`src/logic/ipe_defs.svh`:
```
`ifndef IPE_DEFS_SVH
`define IPE_DEFS_SVH

// Register indices; the bus byte address is four times the index.
`define IPE_IDX_PRIO_A  16'hFF10
`define IPE_IDX_PRIO_B  16'hFF11
`define IPE_IDX_PORT_EN 16'hFF14
`define IPE_IDX_TMR_EN  16'hFF15

`define IPE_RST_REG     8'h00
`define IPE_RESP_OKAY   2'h0
`define IPE_RESP_SLVERR 2'h2
`define IPE_LEVEL_NONE  2'h0

// Fields of priority_reg_a.
`define IPE_A_SERIAL0   7:6
`define IPE_A_TIMER10   5:4
`define IPE_A_TIMER32   3:2
`define IPE_A_PORT      1:0

// Fields of priority_reg_b.
`define IPE_B_TIMER54   7:6
`define IPE_B_TIMER76   5:4
`define IPE_B_CLOCK     3:2
`define IPE_B_SERIAL1   1:0

// Bits of timer_low_irq_enables.
`define IPE_T_MATCH0    0
`define IPE_T_MATCH1    3
`define IPE_T_MATCH2    5
`define IPE_T_MATCH3    7
`define IPE_T_UF0       1
`define IPE_T_UF1       2
`define IPE_T_UF2       4
`define IPE_T_UF3       6

`endif

```
`src/logic/ipe_pkg.sv`:
```
package ipe_pkg;

	typedef logic [1:0] ipe_level_t;

	typedef enum logic [2:0] {
		IPE_SEL_NONE,
		IPE_SEL_PRIO_A,
		IPE_SEL_PRIO_B,
		IPE_SEL_PORT_EN,
		IPE_SEL_TMR_EN
	} ipe_sel_e;

	typedef struct packed {
		logic [7:0] prio_a;
		logic [7:0] prio_b;
		logic [7:0] port_en;
		logic [7:0] tmr_en;
		logic       aw_hold;
		logic       w_hold;
		ipe_sel_e   wsel;
		logic [7:0] wdata;
		logic       wstrb0;
		logic       awready;
		logic       wready;
		logic       bvalid;
		logic [1:0] bresp;
		logic       arready;
		logic       rvalid;
		logic [7:0] rdata;
		logic [1:0] rresp;
	} ipe_regs_s;

endpackage : ipe_pkg

```
`src/logic/ipe_gate.sv`:
```
`timescale 1ns/1ns
`include "ipe_defs.svh"
// Registers each request only when enabled and its level is not zero, with its level.
module ipe_gate #(
	parameter int N = 8
) (
	input  wire logic             aclk,
	input  wire logic             aresetn,
	input  wire logic [N-1:0]     req,
	input  wire logic [N-1:0]     en,
	input  wire logic [2*N-1:0]   level,
	output logic      [N-1:0]     irq,
	output logic      [2*N-1:0]   irq_level
);

	typedef struct packed {
		logic [N-1:0]   irq;
		logic [2*N-1:0] level;
	} ipe_gate_s;

	ipe_gate_s    s_q;
	ipe_gate_s    s_d;
	logic [N-1:0] pass;

	if (N < 1)
	begin : g_bad_n
		$error("ipe_gate needs at least one source.");
	end

	for (genvar i = 0; i < N; i++)
	begin : g_src
		assign pass[i] = req[i] & en[i] & (level[2*i +: 2] != `IPE_LEVEL_NONE); // RULE10
	end

	always_comb
	begin
		s_d       = s_q;
		s_d.irq   = pass;
		s_d.level = level;
	end

	always_ff @(posedge aclk)
	begin
		if (!aresetn)
			s_q <= '0;
		else
			s_q <= s_d;
	end

	assign irq       = s_q.irq;
	assign irq_level = s_q.level;

endmodule : ipe_gate

```
`src/logic/ipe_regs.sv`:
```
`timescale 1ns/1ns
`include "ipe_defs.svh"

// Summary of operation
// RULE1: Serial 0 two-bit priority sits in priority_reg_a, read/write, reset zero.
// RULE2: One two-bit priority serves every interrupt of timers 1 and 0.
// RULE3: One two-bit priority serves timers 3 and 2, read/write, reset zero.
// RULE4: One two-bit priority governs all eight port interrupt inputs.
// RULE5: Timers 5-4 and 7-6 priorities sit in priority_reg_b, reset zero.
// RULE6: Clock timer priority sits in priority_reg_b, writable, cleared at reset.
// RULE7: Serial 1 has a priority field; codes 00, 01, 11 mean levels 0, 1, 3.
// RULE8: Each of timers 0-3 has a compare-match enable bit, one enables, reset zero.
// RULE9: Each of timers 0-3 has an underflow enable bit in the same register.
// RULE10: A request passes only when enabled, tagged with its level; level 0 blocks it.
// RULE11: Priority code 10 means level 2.
module ipe_regs #(
	parameter int ADDR_W = 18
) (
	input  wire logic              aclk,
	input  wire logic              aresetn,
	input  wire logic [ADDR_W-1:0] awaddr,
	input  wire logic              awvalid,
	output logic                   awready,
	input  wire logic [31:0]       wdata,
	input  wire logic [3:0]        wstrb,
	input  wire logic              wvalid,
	output logic                   wready,
	output logic [1:0]             bresp,
	output logic                   bvalid,
	input  wire logic              bready,
	input  wire logic [ADDR_W-1:0] araddr,
	input  wire logic              arvalid,
	output logic                   arready,
	output logic [31:0]            rdata,
	output logic [1:0]             rresp,
	output logic                   rvalid,
	input  wire logic              rready,
	input  wire logic [7:0]        port_req,
	input  wire logic [3:0]        timer_match_req,
	input  wire logic [3:0]        timer_underflow_req,
	output logic [1:0]             serial0_level,
	output logic [1:0]             serial1_level,
	output logic [1:0]             timer10_level,
	output logic [1:0]             timer32_level,
	output logic [1:0]             timer54_level,
	output logic [1:0]             timer76_level,
	output logic [1:0]             clock_timer_level,
	output logic [1:0]             port_level,
	output logic [7:0]             port_irq,
	output logic [15:0]            port_irq_level,
	output logic [3:0]             timer_match_irq,
	output logic [3:0]             timer_underflow_irq,
	output logic [15:0]            timer_irq_level
);

	localparam ipe_pkg::ipe_regs_s RST = '0;

	ipe_pkg::ipe_regs_s  s_q;
	ipe_pkg::ipe_regs_s  s_d;
	logic                wr_fire;
	logic [3:0]          match_en;
	logic [3:0]          uf_en;
	ipe_pkg::ipe_level_t lvl10;
	ipe_pkg::ipe_level_t lvl32;
	logic [7:0]          tmr_lvl;

	if (ADDR_W < 18)
	begin : g_bad_addr
		$error("ipe_regs needs ADDR_W of at least 18 bits.");
	end

	function automatic ipe_pkg::ipe_sel_e sel_of(input logic [ADDR_W-1:0] a);
		logic [ADDR_W-3:0] idx;
		idx = a[ADDR_W-1:2];
		if (idx == (ADDR_W-2)'(`IPE_IDX_PRIO_A))
			return ipe_pkg::IPE_SEL_PRIO_A;
		else if (idx == (ADDR_W-2)'(`IPE_IDX_PRIO_B))
			return ipe_pkg::IPE_SEL_PRIO_B;
		else if (idx == (ADDR_W-2)'(`IPE_IDX_PORT_EN))
			return ipe_pkg::IPE_SEL_PORT_EN;
		else if (idx == (ADDR_W-2)'(`IPE_IDX_TMR_EN))
			return ipe_pkg::IPE_SEL_TMR_EN;
		else
			return ipe_pkg::IPE_SEL_NONE;
	endfunction : sel_of

	function automatic logic [7:0] rd_of(input ipe_pkg::ipe_sel_e sel,
		input ipe_pkg::ipe_regs_s s);
		case (sel)
			ipe_pkg::IPE_SEL_PRIO_A:  return s.prio_a;
			ipe_pkg::IPE_SEL_PRIO_B:  return s.prio_b;
			ipe_pkg::IPE_SEL_PORT_EN: return s.port_en;
			ipe_pkg::IPE_SEL_TMR_EN:  return s.tmr_en;
			default:                  return 8'h00;
		endcase
	endfunction : rd_of

	// A write commits once both address and data are held and no response is pending.
	assign wr_fire = s_q.aw_hold && s_q.w_hold && !s_q.bvalid;

	always_comb
	begin
		s_d = s_q;
		if (s_q.bvalid && bready)
			s_d.bvalid = 1'b0;
		if (s_q.rvalid && rready)
			s_d.rvalid = 1'b0;
		if (awvalid && s_q.awready)
		begin
			s_d.aw_hold = 1'b1;
			s_d.wsel    = sel_of(awaddr);
		end
		if (wvalid && s_q.wready)
		begin
			s_d.w_hold = 1'b1;
			s_d.wdata  = wdata[7:0];
			s_d.wstrb0 = wstrb[0];
		end
		if (wr_fire)
		begin
			s_d.aw_hold = 1'b0;
			s_d.w_hold  = 1'b0;
			s_d.bvalid  = 1'b1;
			s_d.bresp   = `IPE_RESP_OKAY;
			case (s_q.wsel)
				ipe_pkg::IPE_SEL_PRIO_A:
				begin
					if (s_q.wstrb0)
						s_d.prio_a = s_q.wdata; // RULE1 RULE2 RULE3 RULE4
				end
				ipe_pkg::IPE_SEL_PRIO_B:
				begin
					if (s_q.wstrb0)
						s_d.prio_b = s_q.wdata; // RULE5 RULE6 RULE7
				end
				ipe_pkg::IPE_SEL_PORT_EN:
				begin
					if (s_q.wstrb0)
						s_d.port_en = s_q.wdata;
				end
				ipe_pkg::IPE_SEL_TMR_EN:
				begin
					if (s_q.wstrb0)
						s_d.tmr_en = s_q.wdata; // RULE8 RULE9
				end
				default:
					s_d.bresp = `IPE_RESP_SLVERR;
			endcase
		end
		if (arvalid && s_q.arready)
		begin
			s_d.rvalid = 1'b1;
			s_d.rdata  = rd_of(sel_of(araddr), s_q);
			if (sel_of(araddr) == ipe_pkg::IPE_SEL_NONE)
				s_d.rresp = `IPE_RESP_SLVERR;
			else
				s_d.rresp = `IPE_RESP_OKAY;
		end
		s_d.awready = !s_d.aw_hold && !s_d.bvalid;
		s_d.wready  = !s_d.w_hold && !s_d.bvalid;
		s_d.arready = !s_d.rvalid;
	end

	always_ff @(posedge aclk)
	begin
		if (!aresetn)
			s_q <= RST; // RULE1 RULE3 RULE5 RULE6 RULE8
		else
			s_q <= s_d;
	end

	assign awready = s_q.awready;
	assign wready  = s_q.wready;
	assign bvalid  = s_q.bvalid;
	assign bresp   = s_q.bresp;
	assign arready = s_q.arready;
	assign rvalid  = s_q.rvalid;
	assign rresp   = s_q.rresp;
	assign rdata   = {24'h000000, s_q.rdata};

	// Each field is a level code as is: 00, 01, 10 and 11 are levels 0 to 3.
	assign serial0_level     = s_q.prio_a[`IPE_A_SERIAL0]; // RULE1
	assign timer10_level     = s_q.prio_a[`IPE_A_TIMER10]; // RULE2
	assign timer32_level     = s_q.prio_a[`IPE_A_TIMER32]; // RULE3
	assign port_level        = s_q.prio_a[`IPE_A_PORT]; // RULE4
	assign timer54_level     = s_q.prio_b[`IPE_B_TIMER54]; // RULE5
	assign timer76_level     = s_q.prio_b[`IPE_B_TIMER76]; // RULE5
	assign clock_timer_level = s_q.prio_b[`IPE_B_CLOCK]; // RULE6
	assign serial1_level     = s_q.prio_b[`IPE_B_SERIAL1]; // RULE7 RULE11

	assign match_en = {s_q.tmr_en[`IPE_T_MATCH3], s_q.tmr_en[`IPE_T_MATCH2],
		s_q.tmr_en[`IPE_T_MATCH1], s_q.tmr_en[`IPE_T_MATCH0]}; // RULE8
	assign uf_en    = {s_q.tmr_en[`IPE_T_UF3], s_q.tmr_en[`IPE_T_UF2],
		s_q.tmr_en[`IPE_T_UF1], s_q.tmr_en[`IPE_T_UF0]}; // RULE9
	assign lvl10    = s_q.prio_a[`IPE_A_TIMER10];
	assign lvl32    = s_q.prio_a[`IPE_A_TIMER32];
	assign tmr_lvl  = {lvl32, lvl32, lvl10, lvl10}; // RULE2 RULE3

	ipe_gate #(
		.N(8)
	) u_port_gate (
		.aclk     (aclk),
		.aresetn  (aresetn),
		.req      (port_req),
		.en       (s_q.port_en),
		.level    ({8{s_q.prio_a[`IPE_A_PORT]}}), // RULE4
		.irq      (port_irq),
		.irq_level(port_irq_level)
	);

	// Sources 0-3 are compare match, 4-7 are underflow, both of timers 0-3.
	ipe_gate #(
		.N(8)
	) u_timer_gate (
		.aclk     (aclk),
		.aresetn  (aresetn),
		.req      ({timer_underflow_req, timer_match_req}),
		.en       ({uf_en, match_en}),
		.level    ({tmr_lvl, tmr_lvl}),
		.irq      ({timer_underflow_irq, timer_match_irq}),
		.irq_level(timer_irq_level)
	);
endmodule : ipe_regs

```
`config.mk`:
```
export PLATFORM = sky130hd
export DESIGN_NAME = ipe_regs
export DESIGN_NICKNAME = d
export VERILOG_FILES = /design/src/logic/ipe_pkg.sv /design/src/logic/ipe_gate.sv /design/src/logic/ipe_regs.sv
export VERILOG_INCLUDE_DIRS = /design/src /design/src/logic
export SDC_FILE = /design/constraint.sdc
export NUM_CORES = 1
export LEC_CHECK = 0
export ABC_AREA = 1
export BUFFER_PORTS_ARGS = -buffer_cell sky130_fd_sc_hd__buf_2
export CAP_MARGIN = 20
export CORE_ASPECT_RATIO = 1.5
export CORE_MARGIN = 5
export CORE_UTILIZATION = 45
export CTS_CLUSTER_DIAMETER = 50
export DETAILED_ROUTE_END_ITERATION = 12
export PLACE_DENSITY_LB_ADDON = 0.12
export SYNTH_ARGS = -nofsm -noshare
export SYNTH_HDL_FRONTEND = slang
export SYNTH_SLANG_ARGS = --single-unit
export TNS_END_PERCENT = 20
```
`constraint.sdc`:
```
create_clock -name aclk -period 1.9 [get_ports aclk]
set_clock_uncertainty 0.1 [all_clocks]
set_input_delay 0.38 -clock aclk [delete_from_list [all_inputs] [get_ports aclk]]
set_output_delay 0.38 -clock aclk [all_outputs]
set_load 0.01 [all_outputs]
```
==> tab_implementation.tex <==
\begin{tabular}{lr}
\hline
Metric & Value \\
\hline
\multicolumn{2}{l}{\textbf{Run status}} \\
Run status & finished, final reports clean \\
\multicolumn{2}{l}{\textbf{Timing}} \\
Final count of negative-setup-slack endpoints & 0 \\
Final slew viol count & 0 \\
Total negative slack for setup checks & 0 ns \\
Number of hold-slack violations in the final timing report & 0 \\
Share of the cycle needed by the critical path after routing & 0.817 \\
Pin slew with the least headroom to its limit & 0.584 ns \\
Peak Freq & 0.644 GHz \\
Minimum clock period & 1.55 ns \\
Hold slack final & 0.181 ns \\
Unrepaired setup endpoints after global routing & false \\
Rel. slew slack & 0.609 \\
\multicolumn{2}{l}{\textbf{Drt}} \\
Number of search-and-repair iterations in the first detailed-routing pass & 5 \\
Highest metal used & met4 \\
Routed WL & 9.61 mm \\
Met3 wirelength from detailed routing & 808 um \\
Metal2 WL & 4.93 mm \\
Final routed DRC violation total & 0 \\
Total vias in the final route & 3465 \\
Wl on met1 & 3.61 mm \\
Antenna Nets Post-Route & 0 \\
Number of design-rule violations left by the first detailed-router iteration & 179 \\
Routed wire per std cell & 13.1 um \\
Via density per instance & 4.73 \\
\multicolumn{2}{l}{\textbf{Place}} \\
GP Congestion & 0.838 \\
HPWL Detailed & 7.57 mm \\
Port bufs & 142 \\
\multicolumn{2}{l}{\textbf{Power}} \\
Cell internal power dissipation & 2.91 mW \\
Clock share of power & 0.457 \\
P per Cell Area & 825 nW/um\^{}2 \\
Max VDD drop & 531 uV \\
Switching power total & 0.831 mW \\
Switching part of the total power & 0.222 \\
Leak Pwr & 2.37 nW \\
Share of power burned in registers & 0.482 \\
Logic pwr share & 0.060 \\
\multicolumn{2}{l}{\textbf{Critical path}} \\
Worst Path Class, Setup & register to register \\
Critical Path Source Type & register \\
Kind of end point of the critical path & register \\
Arrival time worst endpoint & 1.68 ns \\
Endpoint required time on the critical path & 2.03 ns \\
Worst setup slack for register-to-register paths & 0.35 ns \\
Worst Path Max Fanout & 9 \\
\multicolumn{2}{l}{\textbf{Final layout}} \\
FF+latch area & 1660 um\^{}2 \\
Final core area utilization & 0.539 \\
Synth-to-layout area growth & 17.6\% \\
Final-layout fill cell count & 862 \\
Multi-input gate area in the final layout & 1530 um\^{}2 \\
Count of nets after finishing & 716 \\
Diodes inserted & 0 \\
Layout cell share with drive strength beyond 1 & 0.288 \\
\multicolumn{2}{l}{\textbf{Clock tree}} \\
Number of clock buffers inserted by TritonCTS & 9 \\
Number of clock sinks seen by CTS & 83 \\
CTS tree & yes \\
Insertion delay to the later sink of the worst-skew pair & 0.33 ns \\
Reg clk slew, reported paths & 0.06 ns \\
Number of buffers inserted by hold repair at cts & 0 \\
Setup bufs post-CTS & 0 \\
Post\_cts resized & 0 \\
Maximum count of clock buffers along a single path & 2 \\
Number of H-tree branching levels & 3 \\
Root buffer selected by CTS & clkbuf\_16 \\
\multicolumn{2}{l}{\textbf{Yosys}} \\
Average footprint of a synthesized cell & 7.34 um\^{}2 \\
Number of warning messages in the yosys log & 0 \\
Count of different cell masters after synthesis & 22 \\
Synthesized cell area & 3850 um\^{}2 \\
Register area share after synthesis & 0.431 \\
Gate count of the mapped netlist & 525 \\
Portion of synthesized cell area occupied by the leading cell type & 0.431 \\
Total of flip-flops plus latches after synthesis & 83 \\
Dominant cell type by area after synthesis & dfxtp\_1 \\
Most area-consuming cells after synthesis & dfxtp\_1 (43\%), buf\_4 (16\%), nor2\_1 (11\%) \\
\multicolumn{2}{l}{\textbf{Global routing}} \\
Pin count of the biggest net entering global routing & 39 \\
Final global-route overflow total & 0 \\
First-pass GRT wire length & 15.1 mm \\
Gr usage total & 0.183 \\
Initial antenna violation count & 0 \\
Number of global-route vias before repair & 3213 \\
\multicolumn{2}{l}{\textbf{Worst hold path}} \\
Class of the worst hold path & input port to register \\
\multicolumn{2}{l}{\textbf{Floorplanning}} \\
Number of rows in the core area & 41 \\
Die Ht & 123 um \\
Core ar. & 8410 um\^{}2 \\
Initial Util & 0.458 \\
Horizontal die dimension & 85.6 um \\
Overall die area & 10600 um\^{}2 \\
I/O pin count & 200 \\
\multicolumn{2}{l}{\textbf{Job}} \\
Max Cap Viol & 0 \\
\hline
\end{tabular}
cell usage after synthesis, drive strengths merged:
cell type / instances
dfxtp: 83
nor3: 4
inv: 30
nor4: 4
nand3: 51
clkbuf: 8
o21ai: 53
nand2: 64
or2: 1
nor2: 125
nand4: 2
conb: 1
a21oi: 15
clkinv: 3
buf: 81
stage by stage:
step	setup WS [ns]	cell area, um^2	total power, mW	std cells
2_1_floorplan	0.507	3950	1.99	550
3_3_place_gp	0.232	4240	2.06	717
3_5_place_dp	0.211	4240	2.07	717
4_1_cts	0.275	4530	3.78	733
5_1_grt	0.0429	4530	3.88	733
6_report	0.347	4530	3.74	733
worst paths after layout:
check | cells after the start | from | end
max reg2reg | 7 | s_q[30]$_SDFF_PN0_ | s_q[41]$_SDFFE_PN0P_
min | 3 | port_req[6] | u_port_gate.irq[6]$_SDFF_PN0_
max | 7 | s_q[30]$_SDFF_PN0_ | s_q[41]$_SDFFE_PN0P_
min reg2reg | 2 | rdata[0]$_SDFFE_PN0P_ | rdata[0]$_SDFFE_PN0P_
layout by cell type (no fill, tap or decap):
cell and n:
nand4_1 2, clkbuf_8 1, nor4_4 2, buf_2 142, o21ai_0 53, inv_1 27, clkbuf_16 9, inv_2 3
nand3_1 51, clkbuf_1 1, clkinvlp_4 1, clkinv_2 4, nand2_4 1, nor4_1 2, nor2_2 6, conb_1 26
clkinv_1 2, nor2_1 118, nor2_4 1, nand2_1 62, nor3_1 4, dfxtp_1 83, bufinv_16 1, or2_2 1
buf_4 5, nand2_2 1, buf_12 2, a21oi_1 15
layout make-up:
| cell class | instances | share of cell area |
|---|---|---|
| sequential | 83 | 0.367 |
| clock buffer | 11 | 0.0535 |
| tap | 107 | 0.0295 |
| inverter | 33 | 0.0276 |
| timing repair buffer | 149 | 0.174 |
| clock inverter | 5 | 0.0116 |
| multi-input combinational | 345 | 0.337 |
state kept, by name (all words and copies together) (netlist names), 4 cells and up:
name,count
match_en,4
rdata,8
s_q,26
u_port_gate.irq,8
u_timer_gate.irq,8
u_timer_gate.irq_level,4
critical path: stages, from the launching register on:
cell,delay [ns]
dfxtp_1,0.33
nand2_1,0.06
nor2_2,0.18
nand2_4,0.12
nor3_1,0.21
nand2_2,0.18
o21ai_0,0.21
nor2_1,0.07
power by group through the flow:
stage	clock network (mW)	logic, mW	registers [mW]
finish	1.71	0.226	1.80
global route	1.82	0.259	1.81
CTS	1.75	0.227	1.80
detailed placement	0	0.226	1.84
global placement	0	0.222	1.84
floorplan	0	0.162	1.83
cell families (layout without fill, tap and decap cells):
kind of cell,count (synthesis),after routing,synth area share
compound gates,68,68,0.0883
buf+inv,122,198,0.197
flops,83,83,0.431
other cells,1,26,0.000973
simple gates,251,251,0.282
per-layer routing:
layer,up-vias,GRT usage
li1,1769,-
met1,1538,0.197
met2,141,0.327
met3,17,0.0420
met4,0,0.103
met5,-,0
(Power assumes the default switching activity.)
